===== config.mk =====
export PLATFORM = sky130hd
export DESIGN_NAME = analog_edge_config_bank
export DESIGN_NICKNAME = d
export VERILOG_FILES = /design/src/rtl/aecb_pkg.sv /design/src/rtl/analog_edge_config_bank.sv
export VERILOG_INCLUDE_DIRS = /design/src /design/src/rtl
export SDC_FILE = /design/constraint.sdc
export NUM_CORES = 1
export LEC_CHECK = 0
export BUFFER_PORTS_ARGS = -buffer_cell sky130_fd_sc_hd__buf_2
export CORE_ASPECT_RATIO = 1.1
export CORE_MARGIN = 3
export CORE_UTILIZATION = 49
export DETAILED_ROUTE_END_ITERATION = 8
export PLACE_DENSITY_LB_ADDON = 0.08
export REMOVE_ABC_BUFFERS = 1
export SETUP_SLACK_MARGIN = 0.5
export SYNTH_ARGS = -nofsm -noshare
export SYNTH_HDL_FRONTEND = slang
export SYNTH_SLANG_ARGS = --single-unit
export TNS_END_PERCENT = 20

===== constraint.sdc =====
create_clock -name SYS_CLK -period 2.7 [get_ports SYS_CLK]
set_input_delay 0.27 -clock SYS_CLK [delete_from_list [all_inputs] [get_ports SYS_CLK]]
set_output_delay 0.27 -clock SYS_CLK [all_outputs]
set_load 0.01 [all_outputs]

===== src/rtl/aecb_cfg.svh =====
`ifndef AECB_CFG_SVH
`define AECB_CFG_SVH
// Contract
// - bit 6 set arms falling edges
// - bit 5 set arms rising edges
// - output reference level decode, default 2.048V
// - output source bit picks internal or supply
// - input reference level decode, default 1.024V
// - input source bit picks internal or supply
// - vendor id low byte, full read/write

// ----------------------------------------------------------------
// register offsets (byte addresses)
// ----------------------------------------------------------------
`define OFS_OUT_CONV   12'h000
`define OFS_EDGE_CFG   12'h004
`define OFS_VID_LOW    12'h008
`define OFS_STATUS     12'h00C
`define OFS_MASK       12'h010

// ----------------------------------------------------------------
// fields
// ----------------------------------------------------------------
`define OC_LVL_HI      7
`define OC_LVL_LO      6
`define OC_SRC         5
`define OC_CODE_HI     4
`define OC_CODE_LO     0
`define EC_FALL        6
`define EC_RISE        5
`define EC_LVL_HI      4
`define EC_LVL_LO      3
`define EC_SRC         2
`define EC_WMASK       8'h7C
`define ST_RISE        0
`define ST_FALL        1
`define ST_CFG         2
`define ST_MSB         2

// ----------------------------------------------------------------
// reset values and decode constants
// ----------------------------------------------------------------
`define RST_OUT_CONV   8'h88
`define RST_EDGE_CFG   8'h6C
// arbitrary neutral vendor id low byte
`define RST_VID_LOW    8'h5A
`define RST_ZERO8      8'h00
`define RST_ZERO32     32'h0000_0000
`define SETTLE_DONE    2'h3
`define MV_4096        13'h1000
`define MV_2048        13'h0800
`define MV_1024        13'h0400
`define MV_OFF         13'h0000

`endif


===== src/rtl/aecb_pkg.sv =====
`default_nettype none
`include "aecb_cfg.svh"

package aecb_pkg;

    typedef enum logic [1:0] {
        REF_OFF  = 2'h0,
        REF_1024 = 2'h1,
        REF_2048 = 2'h2,
        REF_4096 = 2'h3
    } ref_level_type;

    typedef logic [`ST_MSB:0] status_type;

endpackage

`default_nettype wire


===== src/rtl/analog_edge_config_bank.sv =====
// Added by the designer: the address map and register access over APB.
`timescale 1ns/1ps
`default_nettype none
`include "aecb_cfg.svh"

module analog_edge_config_bank (
    input  wire logic        SYS_CLK,
    input  wire logic        RST,
    input  wire logic        PSEL,
    input  wire logic        PENABLE,
    input  wire logic        PWRITE,
    input  wire logic [11:0] PADDR,
    input  wire logic [31:0] PWDATA,
    output var  logic [31:0] PRDATA,
    output var  logic        PREADY,
    output var  logic        PSLVERR,
    input  wire logic        EXT_INT_PIN,
    output var  logic        EDGE_EVENT,
    output var  logic        IRQ,
    output var  logic [4:0]  OUT_CONV_CODE,
    output var  logic [12:0] OUT_CONV_REF_MV,
    output var  logic        OUT_CONV_USE_INT,
    output var  logic [12:0] IN_CONV_REF_MV,
    output var  logic        IN_CONV_USE_INT,
    output var  logic [7:0]  VENDOR_ID_LOW
);

// ----------------------------------------------------------------
// reference level decode
// ----------------------------------------------------------------
    function automatic logic [12:0] ref_mv(input logic [1:0] lvl);
        aecb_pkg::ref_level_type l;
        l = aecb_pkg::ref_level_type'(lvl);
        case (l)
            aecb_pkg::REF_4096: ref_mv = `MV_4096;
            aecb_pkg::REF_2048: ref_mv = `MV_2048;
            aecb_pkg::REF_1024: ref_mv = `MV_1024;
            default:            ref_mv = `MV_OFF;
        endcase
    endfunction

// ----------------------------------------------------------------
// state
// ----------------------------------------------------------------
    logic [7:0]             out_cfg_r;
    logic [7:0]             out_cfg_nxt;
    logic [7:0]             edge_cfg_r;
    logic [7:0]             edge_cfg_nxt;
    logic [7:0]             vid_r;
    logic [7:0]             vid_nxt;
    aecb_pkg::status_type   mask_r;
    aecb_pkg::status_type   mask_nxt;
    aecb_pkg::status_type   status_r;
    aecb_pkg::status_type   status_nxt;
    aecb_pkg::status_type   ev;
    aecb_pkg::status_type   rd_clr;
    logic                   pready_r;
    logic                   pready_nxt;
    logic                   pslverr_r;
    logic                   pslverr_nxt;
    logic [31:0]            prdata_r;
    logic [31:0]            prdata_nxt;
    logic                   irq_r;
    logic                   edge_ev_r;
    logic [12:0]            oc_mv_r;
    logic [12:0]            ic_mv_r;
    logic                   sync1_r;
    logic                   sync2_r;
    logic                   prev_r;
    logic [1:0]             settle_r;
    logic [1:0]             settle_nxt;

// ----------------------------------------------------------------
// apb decode
// ----------------------------------------------------------------
    wire setup     = PSEL & ~PENABLE & ~pready_r;
    wire access    = PSEL & PENABLE & pready_r;
    wire wr_acc    = access & PWRITE;
    wire rd_acc    = access & ~PWRITE;
    wire hit_out   = (PADDR == `OFS_OUT_CONV);
    wire hit_edge  = (PADDR == `OFS_EDGE_CFG);
    wire hit_vid   = (PADDR == `OFS_VID_LOW);
    wire hit_stat  = (PADDR == `OFS_STATUS);
    wire hit_mask  = (PADDR == `OFS_MASK);
    wire mapped    = hit_out | hit_edge | hit_vid | hit_stat | hit_mask;
    wire wr_out    = wr_acc & hit_out;
    wire wr_edge   = wr_acc & hit_edge;
    wire wr_vid    = wr_acc & hit_vid;
    wire wr_mask   = wr_acc & hit_mask;

    wire [7:0] rd_mux =
        hit_out  ? out_cfg_r :
        hit_edge ? edge_cfg_r :
        hit_vid  ? vid_r :
        hit_stat ? {5'h00, status_r} :
        hit_mask ? {5'h00, mask_r} :
                   `RST_ZERO8;

    assign pready_nxt  = setup;
    assign pslverr_nxt = setup & ~mapped;
    assign prdata_nxt  = (setup & ~PWRITE) ? {24'h00_0000, rd_mux}
                                           : `RST_ZERO32;

// ----------------------------------------------------------------
// configuration registers
// ----------------------------------------------------------------
    // code, source and level written as one byte
    assign out_cfg_nxt = wr_out ? PWDATA[7:0] : out_cfg_r;
    // reserved bits are held at zero whatever software sends
    assign edge_cfg_nxt = wr_edge ? (PWDATA[7:0] & `EC_WMASK)
                                  : edge_cfg_r;
    assign vid_nxt  = wr_vid ? PWDATA[7:0] : vid_r;
    assign mask_nxt = wr_mask ? PWDATA[`ST_MSB:0] : mask_r;

// ----------------------------------------------------------------
// external pin edge detector
// ----------------------------------------------------------------
    // edges are ignored until the synchroniser has filled, so a
    // pin that is high at reset release does not fake a rise
    wire settled = (settle_r == `SETTLE_DONE);
    assign settle_nxt = settled ? settle_r : settle_r + 2'h1;
    wire rise = settled & sync2_r & ~prev_r;
    wire fall = settled & ~sync2_r & prev_r;

    assign ev[`ST_RISE] = rise & edge_cfg_r[`EC_RISE];
    assign ev[`ST_FALL] = fall & edge_cfg_r[`EC_FALL];
    assign ev[`ST_CFG]  = wr_out | wr_edge | wr_vid;

// ----------------------------------------------------------------
// interrupt status
// ----------------------------------------------------------------
    // only bits actually returned to software are cleared, so an
    // event landing between setup and access is not lost
    assign rd_clr = (rd_acc & hit_stat) ? prdata_r[`ST_MSB:0]
                                        : 3'h0;
    assign status_nxt = (status_r & ~rd_clr) | ev;

// ----------------------------------------------------------------
// flops
// ----------------------------------------------------------------
    always_ff @(posedge SYS_CLK)
    begin
        if (RST)
        begin
            out_cfg_r  <= `RST_OUT_CONV;
            edge_cfg_r <= `RST_EDGE_CFG;
            vid_r      <= `RST_VID_LOW;
            mask_r     <= 3'h0;
            status_r   <= 3'h0;
        end
        else
        begin
            out_cfg_r  <= out_cfg_nxt;
            edge_cfg_r <= edge_cfg_nxt;
            vid_r      <= vid_nxt;
            mask_r     <= mask_nxt;
            status_r   <= status_nxt;
        end
    end

    always_ff @(posedge SYS_CLK)
    begin
        if (RST)
        begin
            pready_r  <= 1'b0;
            pslverr_r <= 1'b0;
            prdata_r  <= `RST_ZERO32;
        end
        else
        begin
            pready_r  <= pready_nxt;
            pslverr_r <= pslverr_nxt;
            prdata_r  <= prdata_nxt;
        end
    end

    always_ff @(posedge SYS_CLK)
    begin
        if (RST)
        begin
            sync1_r  <= 1'b0;
            sync2_r  <= 1'b0;
            prev_r   <= 1'b0;
            settle_r <= 2'h0;
        end
        else
        begin
            sync1_r  <= EXT_INT_PIN;
            sync2_r  <= sync1_r;
            prev_r   <= sync2_r;
            settle_r <= settle_nxt;
        end
    end

    // outputs registered from next values to stay aligned
    always_ff @(posedge SYS_CLK)
    begin
        if (RST)
        begin
            irq_r     <= 1'b0;
            edge_ev_r <= 1'b0;
            oc_mv_r   <= `MV_2048;
            ic_mv_r   <= `MV_1024;
        end
        else
        begin
            irq_r     <= |(status_nxt & mask_nxt);
            edge_ev_r <= ev[`ST_RISE] | ev[`ST_FALL];
            oc_mv_r   <= ref_mv(out_cfg_nxt[`OC_LVL_HI:`OC_LVL_LO]);
            ic_mv_r   <= ref_mv(edge_cfg_nxt[`EC_LVL_HI:`EC_LVL_LO]);
        end
    end

// ----------------------------------------------------------------
// outputs
// ----------------------------------------------------------------
    assign PRDATA           = prdata_r;
    assign PREADY           = pready_r;
    assign PSLVERR          = pslverr_r;
    assign IRQ              = irq_r;
    assign EDGE_EVENT       = edge_ev_r;
    assign OUT_CONV_CODE    = out_cfg_r[`OC_CODE_HI:`OC_CODE_LO];
    assign OUT_CONV_REF_MV  = oc_mv_r;
    assign OUT_CONV_USE_INT = out_cfg_r[`OC_SRC];
    assign IN_CONV_REF_MV   = ic_mv_r;
    assign IN_CONV_USE_INT  = edge_cfg_r[`EC_SRC];
    assign VENDOR_ID_LOW    = vid_r;
endmodule
`default_nettype wire


=== Word-level counts from Yosys, hierarchy flattened ===
Cells that the tools add are included.

* Register bits after elaboration: 94
* Bits of input ports: 50
* Output and inout port bits: 77
* Logic and storage cells: 82

* Add/subtract/negate cells: 1
* Eq/ne operators: 11
* Muxes and demuxes: 11
* Bitwise operators: 37
* Reductions and logical operators: 3

{| class="wikitable"
|+ Operators by type and width
! cell !! number
|-
| one-hot mux 13 bit (3 select lines) || 2
|-
| 2-to-1 mux 8 bit || 4
|-
| == test 12 x 4 -> 1 bit, second input constant || 2
|-
| bitwise AND 1 bit || 19
|-
| == test 12 x 3 -> 1 bit, second input constant || 1
|-
| == test 12 x 5 -> 1 bit, second input constant || 1
|-
| logical NOT 12 bit || 1
|-
| 2-to-1 mux 3 bit || 4
|-
| == test 2 bit, second input constant || 5
|-
| inverter 1 bit || 7
|-
| bitwise OR 1 bit || 7
|-
| bitwise AND 3 bit || 2
|-
| 2-to-1 mux 5 bit || 1
|-
| == test 2 x 1 -> 1 bit, second input constant || 2
|-
| inverter 3 bit || 1
|-
| bitwise OR 3 bit || 1
|-
| OR reduction 3 bit || 1
|-
| adder 2 x 1 -> 2 bit, second input constant || 1
|-
| OR reduction 2 bit || 1
|}

=== Depth between registers and ports, before layout ===
Gate-level depths: netlist of run 1.

* Depth after elaboration: 10
* Gate-level depth with buffers: 6
* Depth with buffers taken out: 5

=== Worst setup path after synthesis of run 1 ===
OpenSTA, ideal clock, no wires.

* Path kind: register to register
* Start point: register pready_r, in the netlist PREADY
* End point: register prdata_r[7], in the netlist PRDATA[7]
* Data arrival time: 1,568 ps
* Data required time: 2,627 ps
* Path slack: 1,059 ps
* Cell stages (with the launch flop): 5
* Buffers on the path: 0
* Path through: dfxtp_1 > or4b_4 > or3_4 > or2_4 > nor3_2

* Word-level cells in the longest chain between the ends: 5

{| class="wikitable"
|+ RTL lines
! element !! line !! text
|-
| start, declared || analog_edge_config_bank.sv:57 || <nowiki>logic pready_r;</nowiki>
|-
| start signal, assigned || analog_edge_config_bank.sv:171 || <nowiki>pready_r <= pready_nxt;</nowiki>
|-
| inverter 1 bit || analog_edge_config_bank.sv:76 || <nowiki>wire setup = PSEL & ~PENABLE & ~pready_r;</nowiki>
|-
| bitwise AND 1 bit || analog_edge_config_bank.sv:76 ||
|-
| bitwise AND 1 bit || analog_edge_config_bank.sv:101 || <nowiki>assign prdata_nxt = (setup & ~PWRITE) ? {24'h00_0000, rd_mux}</nowiki>
|-
| inverter 1 bit (no source line) || -- ||
|-
| OR reduction 2 bit (no source line) || -- ||
|-
| end signal, assigned || analog_edge_config_bank.sv:167 || <nowiki>prdata_r <= `RST_ZERO32;</nowiki>
|-
| end signal, assigned || analog_edge_config_bank.sv:173 || <nowiki>prdata_r <= prdata_nxt;</nowiki>
|-
| end, declared || analog_edge_config_bank.sv:61 || <nowiki>logic [31:0] prdata_r;</nowiki>
|}

Every way passes these cells.
A chain may end at the register's enable or synchronous reset.

=== Final worst setup path of run 1 ===
Same ends and word-level chain as after synthesis.

==> results of run 1 <==
-- sequential cells by signal, indices dropped and copies added, names as in the netlist, 3 cells and up --
signal           flops
OUT_CONV_REF_MV      3
edge_cfg_r           5
IN_CONV_REF_MV       3
PRDATA               8
VENDOR_ID_LOW        8
out_cfg_r            8
mask_r               3
status_r             3
-- worst paths after layout --
kind / cells past startpoint / endpoint / from
max: 4 / PRDATA[7] / PREADY
min: 2 / sync1_r / EXT_INT_PIN
max reg2reg: 4 / PRDATA[7] / PREADY
min reg2reg: 1 / sync2_r / sync1_r
-- cells in the final DEF, fill, tap and decap left out, types with 5 or more instances in the layout --
| master | instances |
|---|---|
| sky130_fd_sc_hd__buf_2 | 58 |
| sky130_fd_sc_hd__dfxtp_1 | 50 |
| sky130_fd_sc_hd__conb_1 | 44 |
| sky130_fd_sc_hd__nor2_1 | 27 |
| sky130_fd_sc_hd__nand2_1 | 25 |
| sky130_fd_sc_hd__mux2i_1 | 24 |
| sky130_fd_sc_hd__a21oi_1 | 15 |
| sky130_fd_sc_hd__inv_1 | 9 |
| sky130_fd_sc_hd__nor2b_1 | 9 |
| sky130_fd_sc_hd__nand3_1 | 8 |
| sky130_fd_sc_hd__clkbuf_8 | 6 |
| sky130_fd_sc_hd__buf_4 | 5 |
-- cell usage after synthesis (all sizes together) (2+ instances only) --
cell type and number:
o21a 2, dfxtp 50, nor3b 4, mux2i 24, nor4 5, a21oi 16
inv 9, or3b 2, nand2 25, or3 2, or2 2, nand4 3
o21ai 3, and4b 2, a31oi 3, nor2 28, o221ai 2, nor3 4
nand3b 4, buf 56, nor2b 9, clkbuf 5, nand3 9, a211oi 2
-- critical path, stage by stage (launching register included) --
cell                      delay (ns)
sky130_fd_sc_hd__dfxtp_1        0.35
sky130_fd_sc_hd__or4b_4         0.50
sky130_fd_sc_hd__or3_4          0.37
sky130_fd_sc_hd__or2_4          0.27
sky130_fd_sc_hd__nor3_2         0.15
-- cell type report --
cell class              instances  area [um2]
flip-flops and latches         50        1001
inverters                       9       33.78
well taps                      56       70.07
clock inverters                 1       5.005
multi-input cells             205        1211
clock buffers                   7       86.33
fillers                       477        2079
repair buffers                 63       327.8
-- power by group through the flow --
stage               Sequential (uW)  Clock (uW)  Combinational (uW)
floorplan                       770           0                69.7
detailed placement              770           0                 126
global placement                769           0                 124
finish                          753         448                 128
CTS                             753         463                 126
global route                    754         487                 142
-- stage by stage --
| step | power, uW | std cells | hold slack (ns) | instance area [um2] | utilization |
|---|---|---|---|---|---|
| after global routing | 1383 | 391 | 0.1931 | 2735 | 0.5681 |
| after global placement | 893.6 | 383 | 0.4163 | 2644 | 0.5491 |
| after CTS | 1341 | 391 | 0.1740 | 2735 | 0.5681 |
| final | 1329 | 391 | 0.1867 | 2735 | 0.5681 |
| after detailed placement | 895.6 | 383 | 0.4316 | 2644 | 0.5491 |
| after floorplan | 839.5 | 264 | 0.3324 | 2246 | - |
-- kinds of logic after synthesis --
logic type | count (synthesis) | share of synthesized area
buffers and inverters | 70 | 0.1874
and+or+nand+nor | 103 | 0.2320
muxes | 24 | 0.09519
DFF | 50 | 0.3966
other | 1 | 0.001486
adders and majority gates | 1 | 0.004957
AOI/OAI and AO/OA | 32 | 0.07883
xor gates and xnor gates | 1 | 0.003471
-- routing by layer --
metal | GRT usage | share of wire | wire (um) | vias up
li1 | - | - | - | 969
met1 | 0.2289 | 0.45 | 2393 | 894
met2 | 0.2856 | 0.46 | 2438 | 85
met3 | 0.03713 | 0.069 | 362 | 8
met4 | 0.06050 | 0.016 | 85 | 0
met5 | 0 | 0 | 0 | -
==> results_dict.tcl, run 1 <==
set metrics [dict create \
    run_status "finished, final reports clean" \
    grt_antenna_before_repair 0 \
    netSwitchingFraction 0.2521 \
    root_buffer "sky130_fd_sc_hd__clkbuf_8" \
    tightest_slew_ns 0.5657 \
    average_vias_per_placed_instance 5.003 \
    p_seq_frac 0.566 \
    synthToLayoutAreaGrowth_pct 8.379 \
    slew_headroom 0.6194 \
    cap_violations 0 \
    seq_area_frac_synth 0.3966 \
    cp.arrival_ns 1.95 \
    route.vias.total 1956 \
    timing.final.crit_share 0.6351 \
    clk-insertion-delay-late_ns 0.30 \
    nNetsFinal 385 \
    clock_power_share 0.338 \
    numPortBuffers 58 \
    min_period_ns 1.715 \
    numClockSinks 50 \
    path_max_fanout 5 \
    internal_power_uw 993.8 \
    die-height_um 81.27 \
    num_rows 26 \
    post_cts_resize_count 0 \
    worst-r2r-setup-slack_ns 0.99 \
    timing.final.hold_violations 0 \
    worst_hold_path_type "in -> reg" \
    num_antenna_cells 0 \
    dr.first_iter.drc_count 130 \
    top_cells_by_area_in_the_synthesized_netlist "sky130_fd_sc_hd__dfxtp_1, sky130_fd_sc_hd__buf_4, sky130_fd_sc_hd__mux2i_1" \
    detailedPlacementHpwl_mm 3.822 \
    critical_path_class "reg -> reg" \
    asyncSetResetFlopFracSynth 0 \
    cts_setup_buffers 0 \
    track_usage 0.1756 \
    setup_viol_count_final 0 \
    area_of_the_die_um2 6049 \
    grt_first_pass_wirelength_mm 8.024 \
    routedWlPerCell_um 13.50 \
    routed_wl_mm 5.278 \
    maxClockFrequency_mhz 583.2 \
    floorplan_die_width_um 74.43 \
    power_per_cell_area_nw_per_um2 485.8 \
    synth.avg_cell_area_um2 8.949 \
    cts-root-to-sink-buffers 2 \
    power_switching_uw 335.0 \
    drtAntennaViolNets 0 \
    cts.clk_slew.worst_paths_ns 0.09 \
    rsz0062_at_grt "false" \
    yosys_most_used_dff "sky130_fd_sc_hd__dfxtp_1" \
    yosys.area.top_type "sky130_fd_sc_hd__dfxtp_1" \
    post_cts_hold_buffer_count 0 \
    syn-cell-area_um2 2524 \
    dr.pass1.iters 4 \
    netlist.area_leader.share 0.3966 \
    remaining_drc_errors 0 \
    timing.critical_path.to_type "flip-flop" \
    netlist_instances 282 \
    gp_routability_congestion 0.7822 \
    final_critical_path_setup_slack_ns 0.9853 \
    grt_start_max_net_pins 29 \
    tritoncts.num_buffers 5 \
    synth.yosys.warnings 0 \
    timing_max_transition_violations_final 0 \
    finalClockSkew_ns 0.005975 \
    globalRoute.totalOverflow 0 \
    power.share.combinational 0.096 \
    cts_tree "done" \
    worstPathRequired_ns 2.93 \
    placeableCoreArea_um2 4815 \
    cp-start-kind "flip-flop" \
    cts_max_level 2 \
    yosysUniqueCellTypes 45 \
    preCtsSetupSlack_ns 0.7223 \
    peakVddDrop_uv 336.9 \
    leakagePower_uw 0.001224 \
    synth_enable_flop_cells 0 \
    initial_utilization 0.5242 \
    num_io_pins 127 \
    totalNegativeSetupSlack_ns 0 \
    first_global_vias 1653 \
    final_layout_size_suffix_gt1_frac 0.2507 \
    synth_seq_cells 50 \
]
Power figures use the tool's default switching activity.
==> inputs of run 2 (changes only) <==
- CORE_UTILIZATION: 49 -> 46
- clock period: 2.7 -> 1.6 ns (I/O delays scaled with it)
==> run 2 against run 1 <==
  * Global-route usage grew 0.94 points
  * Cell count up 12%
  * Combinational power increased by 110%
  * Sequential power rose by 70%
  * Core utilization is 4.4 points higher
  * Maximum frequency is 4.4% higher
  * The flow now finishes with violations (negative setup slack)
  * Clock power grew 95%
  * Critical path depth stayed put
  * Via count rose by 6.6%
==> results_dict.tcl, run 2 (synthesis gave the netlist of run 1 again) <==
set metrics [dict create \
    final_critical_path_setup_slack_ns -0.04318 \
    clock_power_share 0.361 \
    routedWlPerCell_um 13.87 \
    remaining_drc_errors 0 \
    worst-r2r-setup-slack_ns -0.04 \
    first_global_vias 1848 \
    routed_wl_mm 6.060 \
    commonest_non_fill_non_tap_cell_in_the_layout "sky130_fd_sc_hd__buf_2" \
    p_seq_frac 0.527 \
    dr.pass1.iters 4 \
    maxClockFrequency_mhz 608.6 \
    final_layout_size_suffix_gt1_frac 0.3671 \
    tritoncts.num_buffers 5 \
    globalRoute.totalOverflow 0 \
    preCtsSetupSlack_ns -0.2449 \
    timing.critical_path.slowest_stage_cell "sky130_fd_sc_hd__or4b_4" \
    area_of_the_die_um2 6412 \
    min_period_ns 1.643 \
    gp_routability_congestion 0.8268 \
    timing_max_transition_violations_final 0 \
    grt_start_max_net_pins 29 \
    die-height_um 83.69 \
    placeableCoreArea_um2 5169 \
    synthToLayoutAreaGrowth_pct 25.29 \
    num_rows 27 \
    average_vias_per_placed_instance 4.771 \
    run_status "complete, but fails checks" \
    critical-path-max-stage-delay_ns 0.49 \
    nNetsFinal 415 \
    post_cts_hold_buffer_count 0 \
    num_io_pins 127 \
    failed_checks "negative setup slack" \
    route.vias.total 2085 \
    cp.arrival_ns 1.88 \
    power.share.combinational 0.112 \
    worstPathRequired_ns 1.84 \
    numClockSinks 50 \
    critical_path_class "reg -> reg" \
    totalNegativeSetupSlack_ns -0.06759 \
    power_per_cell_area_nw_per_um2 765.8 \
    dr.first_iter.drc_count 81 \
    cts_tree "done" \
    power_switching_uw 590.0 \
    internal_power_uw 1831 \
    grt_first_pass_wirelength_mm 9.453 \
    crit_path_cell_trace "or4b_4 > or3_4 > or2_4 > nor3_2" \
    track_usage 0.1850 \
    drtAntennaViolNets 0 \
    detailedPlacementHpwl_mm 4.470 \
    worst_hold_path_type "in -> reg" \
    floorplan_die_width_um 76.62 \
    rsz0062_at_grt "true" \
    cap_violations 0 \
    timing.final.hold_violations 0 \
    crit_buf_inv 0 \
    timing.critical_path.to_type "flip-flop" \
    num_antenna_cells 0 \
    cts-root-to-sink-buffers 2 \
    final_cell_mix "sky130_fd_sc_hd__buf_2, sky130_fd_sc_hd__dfxtp_1, sky130_fd_sc_hd__conb_1" \
    root_buffer "sky130_fd_sc_hd__clkbuf_8" \
    cp-start-kind "flip-flop" \
    timing.final.crit_share 1.027 \
    finalClockSkew_ns 0.005814 \
    holdWs_ns 0.06537 \
    cts_max_level 2 \
    peakVddDrop_uv 494.2 \
    clk-insertion-delay-late_ns 0.30 \
    netSwitchingFraction 0.2437 \
    numPortBuffers 58 \
    setup_viol_count_final 5 \
    grt_antenna_before_repair 0 \
    leakagePower_uw 0.001416 \
    initial_utilization 0.4883 \
    cell_class_contributing_the_biggest_share_of_worst_path_delay "simple AND/OR/NAND/NOR gates" \
    cts.clk_slew.worst_paths_ns 0.09 \
    path_max_fanout 5 \
]
run 2: cell types whose count changed in the layout (fill, tap and decap cells not counted), moves of 3 or more:
cell                      previous run  this run
sky130_fd_sc_hd__nor3b_1             4         1
sky130_fd_sc_hd__buf_4               5        29
sky130_fd_sc_hd__nor2_2              1         5
sky130_fd_sc_hd__buf_6               0         8
sky130_fd_sc_hd__nor2_1             27        21
run 2: path summary, 6_finish.rpt:
check,start,to,depth (start not counted)
max reg2reg,PREADY,PRDATA[7],4
max,PREADY,PRDATA[7],4
min,EXT_INT_PIN,sync1_r,2
min reg2reg,sync1_r,sync2_r,1
run 2: power by group through the flow:
stage / Sequential (uW) / Combinational (uW) / Clock (uW)
floorplan: 1300 / 118 / 0
global placement: 1300 / 242 / 0
detailed placement: 1300 / 245 / 0
CTS: 1270 / 259 / 901
global route: 1280 / 293 / 956
finish: 1280 / 271 / 874
run 2: per-stage QoR:
stage,util,instance area (um2),total power (uW),instances
floorplan,-,2246,1417,264
global placement,0.5560,2874,1541,427
detailed placement,0.5560,2874,1545,427
CTS,0.6035,3119,2431,437
global route,0.6117,3162,2528,437
finish,0.6117,3162,2421,437
run 2: worst reg2reg max path: stages (launching register included):
cell and delay (ns):
sky130_fd_sc_hd__dfxtp_2 0.35, sky130_fd_sc_hd__or4b_4 0.49, sky130_fd_sc_hd__or3_4 0.34, sky130_fd_sc_hd__or2_4 0.29, sky130_fd_sc_hd__nor3_2 0.11
run 2: layer usage:
layer,share of wire,global-route usage,vias to the layer above
li1,-,-,1031
met3,0.067,0.03996,9
met5,0,0,-
met1,0.43,0.2362,968
met4,0.015,0.07414,0
met2,0.49,0.3030,77
run 2: area by class of cell:
type / instances / area, um2
fill: 494 / 2007
multi-input combinational: 205 / 1341
sequential: 50 / 1002
timing repair buffer: 93 / 588.1
tap: 72 / 90.09
clock buffer: 7 / 76.32
inverter: 9 / 33.78
clock inverter: 1 / 30.03
run 2: timing repair:
item                       4_1_cts  5_1_grt
gates resized for setup         30       10
setup buffers                    1        0
gates cloned                     1        0
pin swaps                       22        5
setup endpoints to repair       44       45
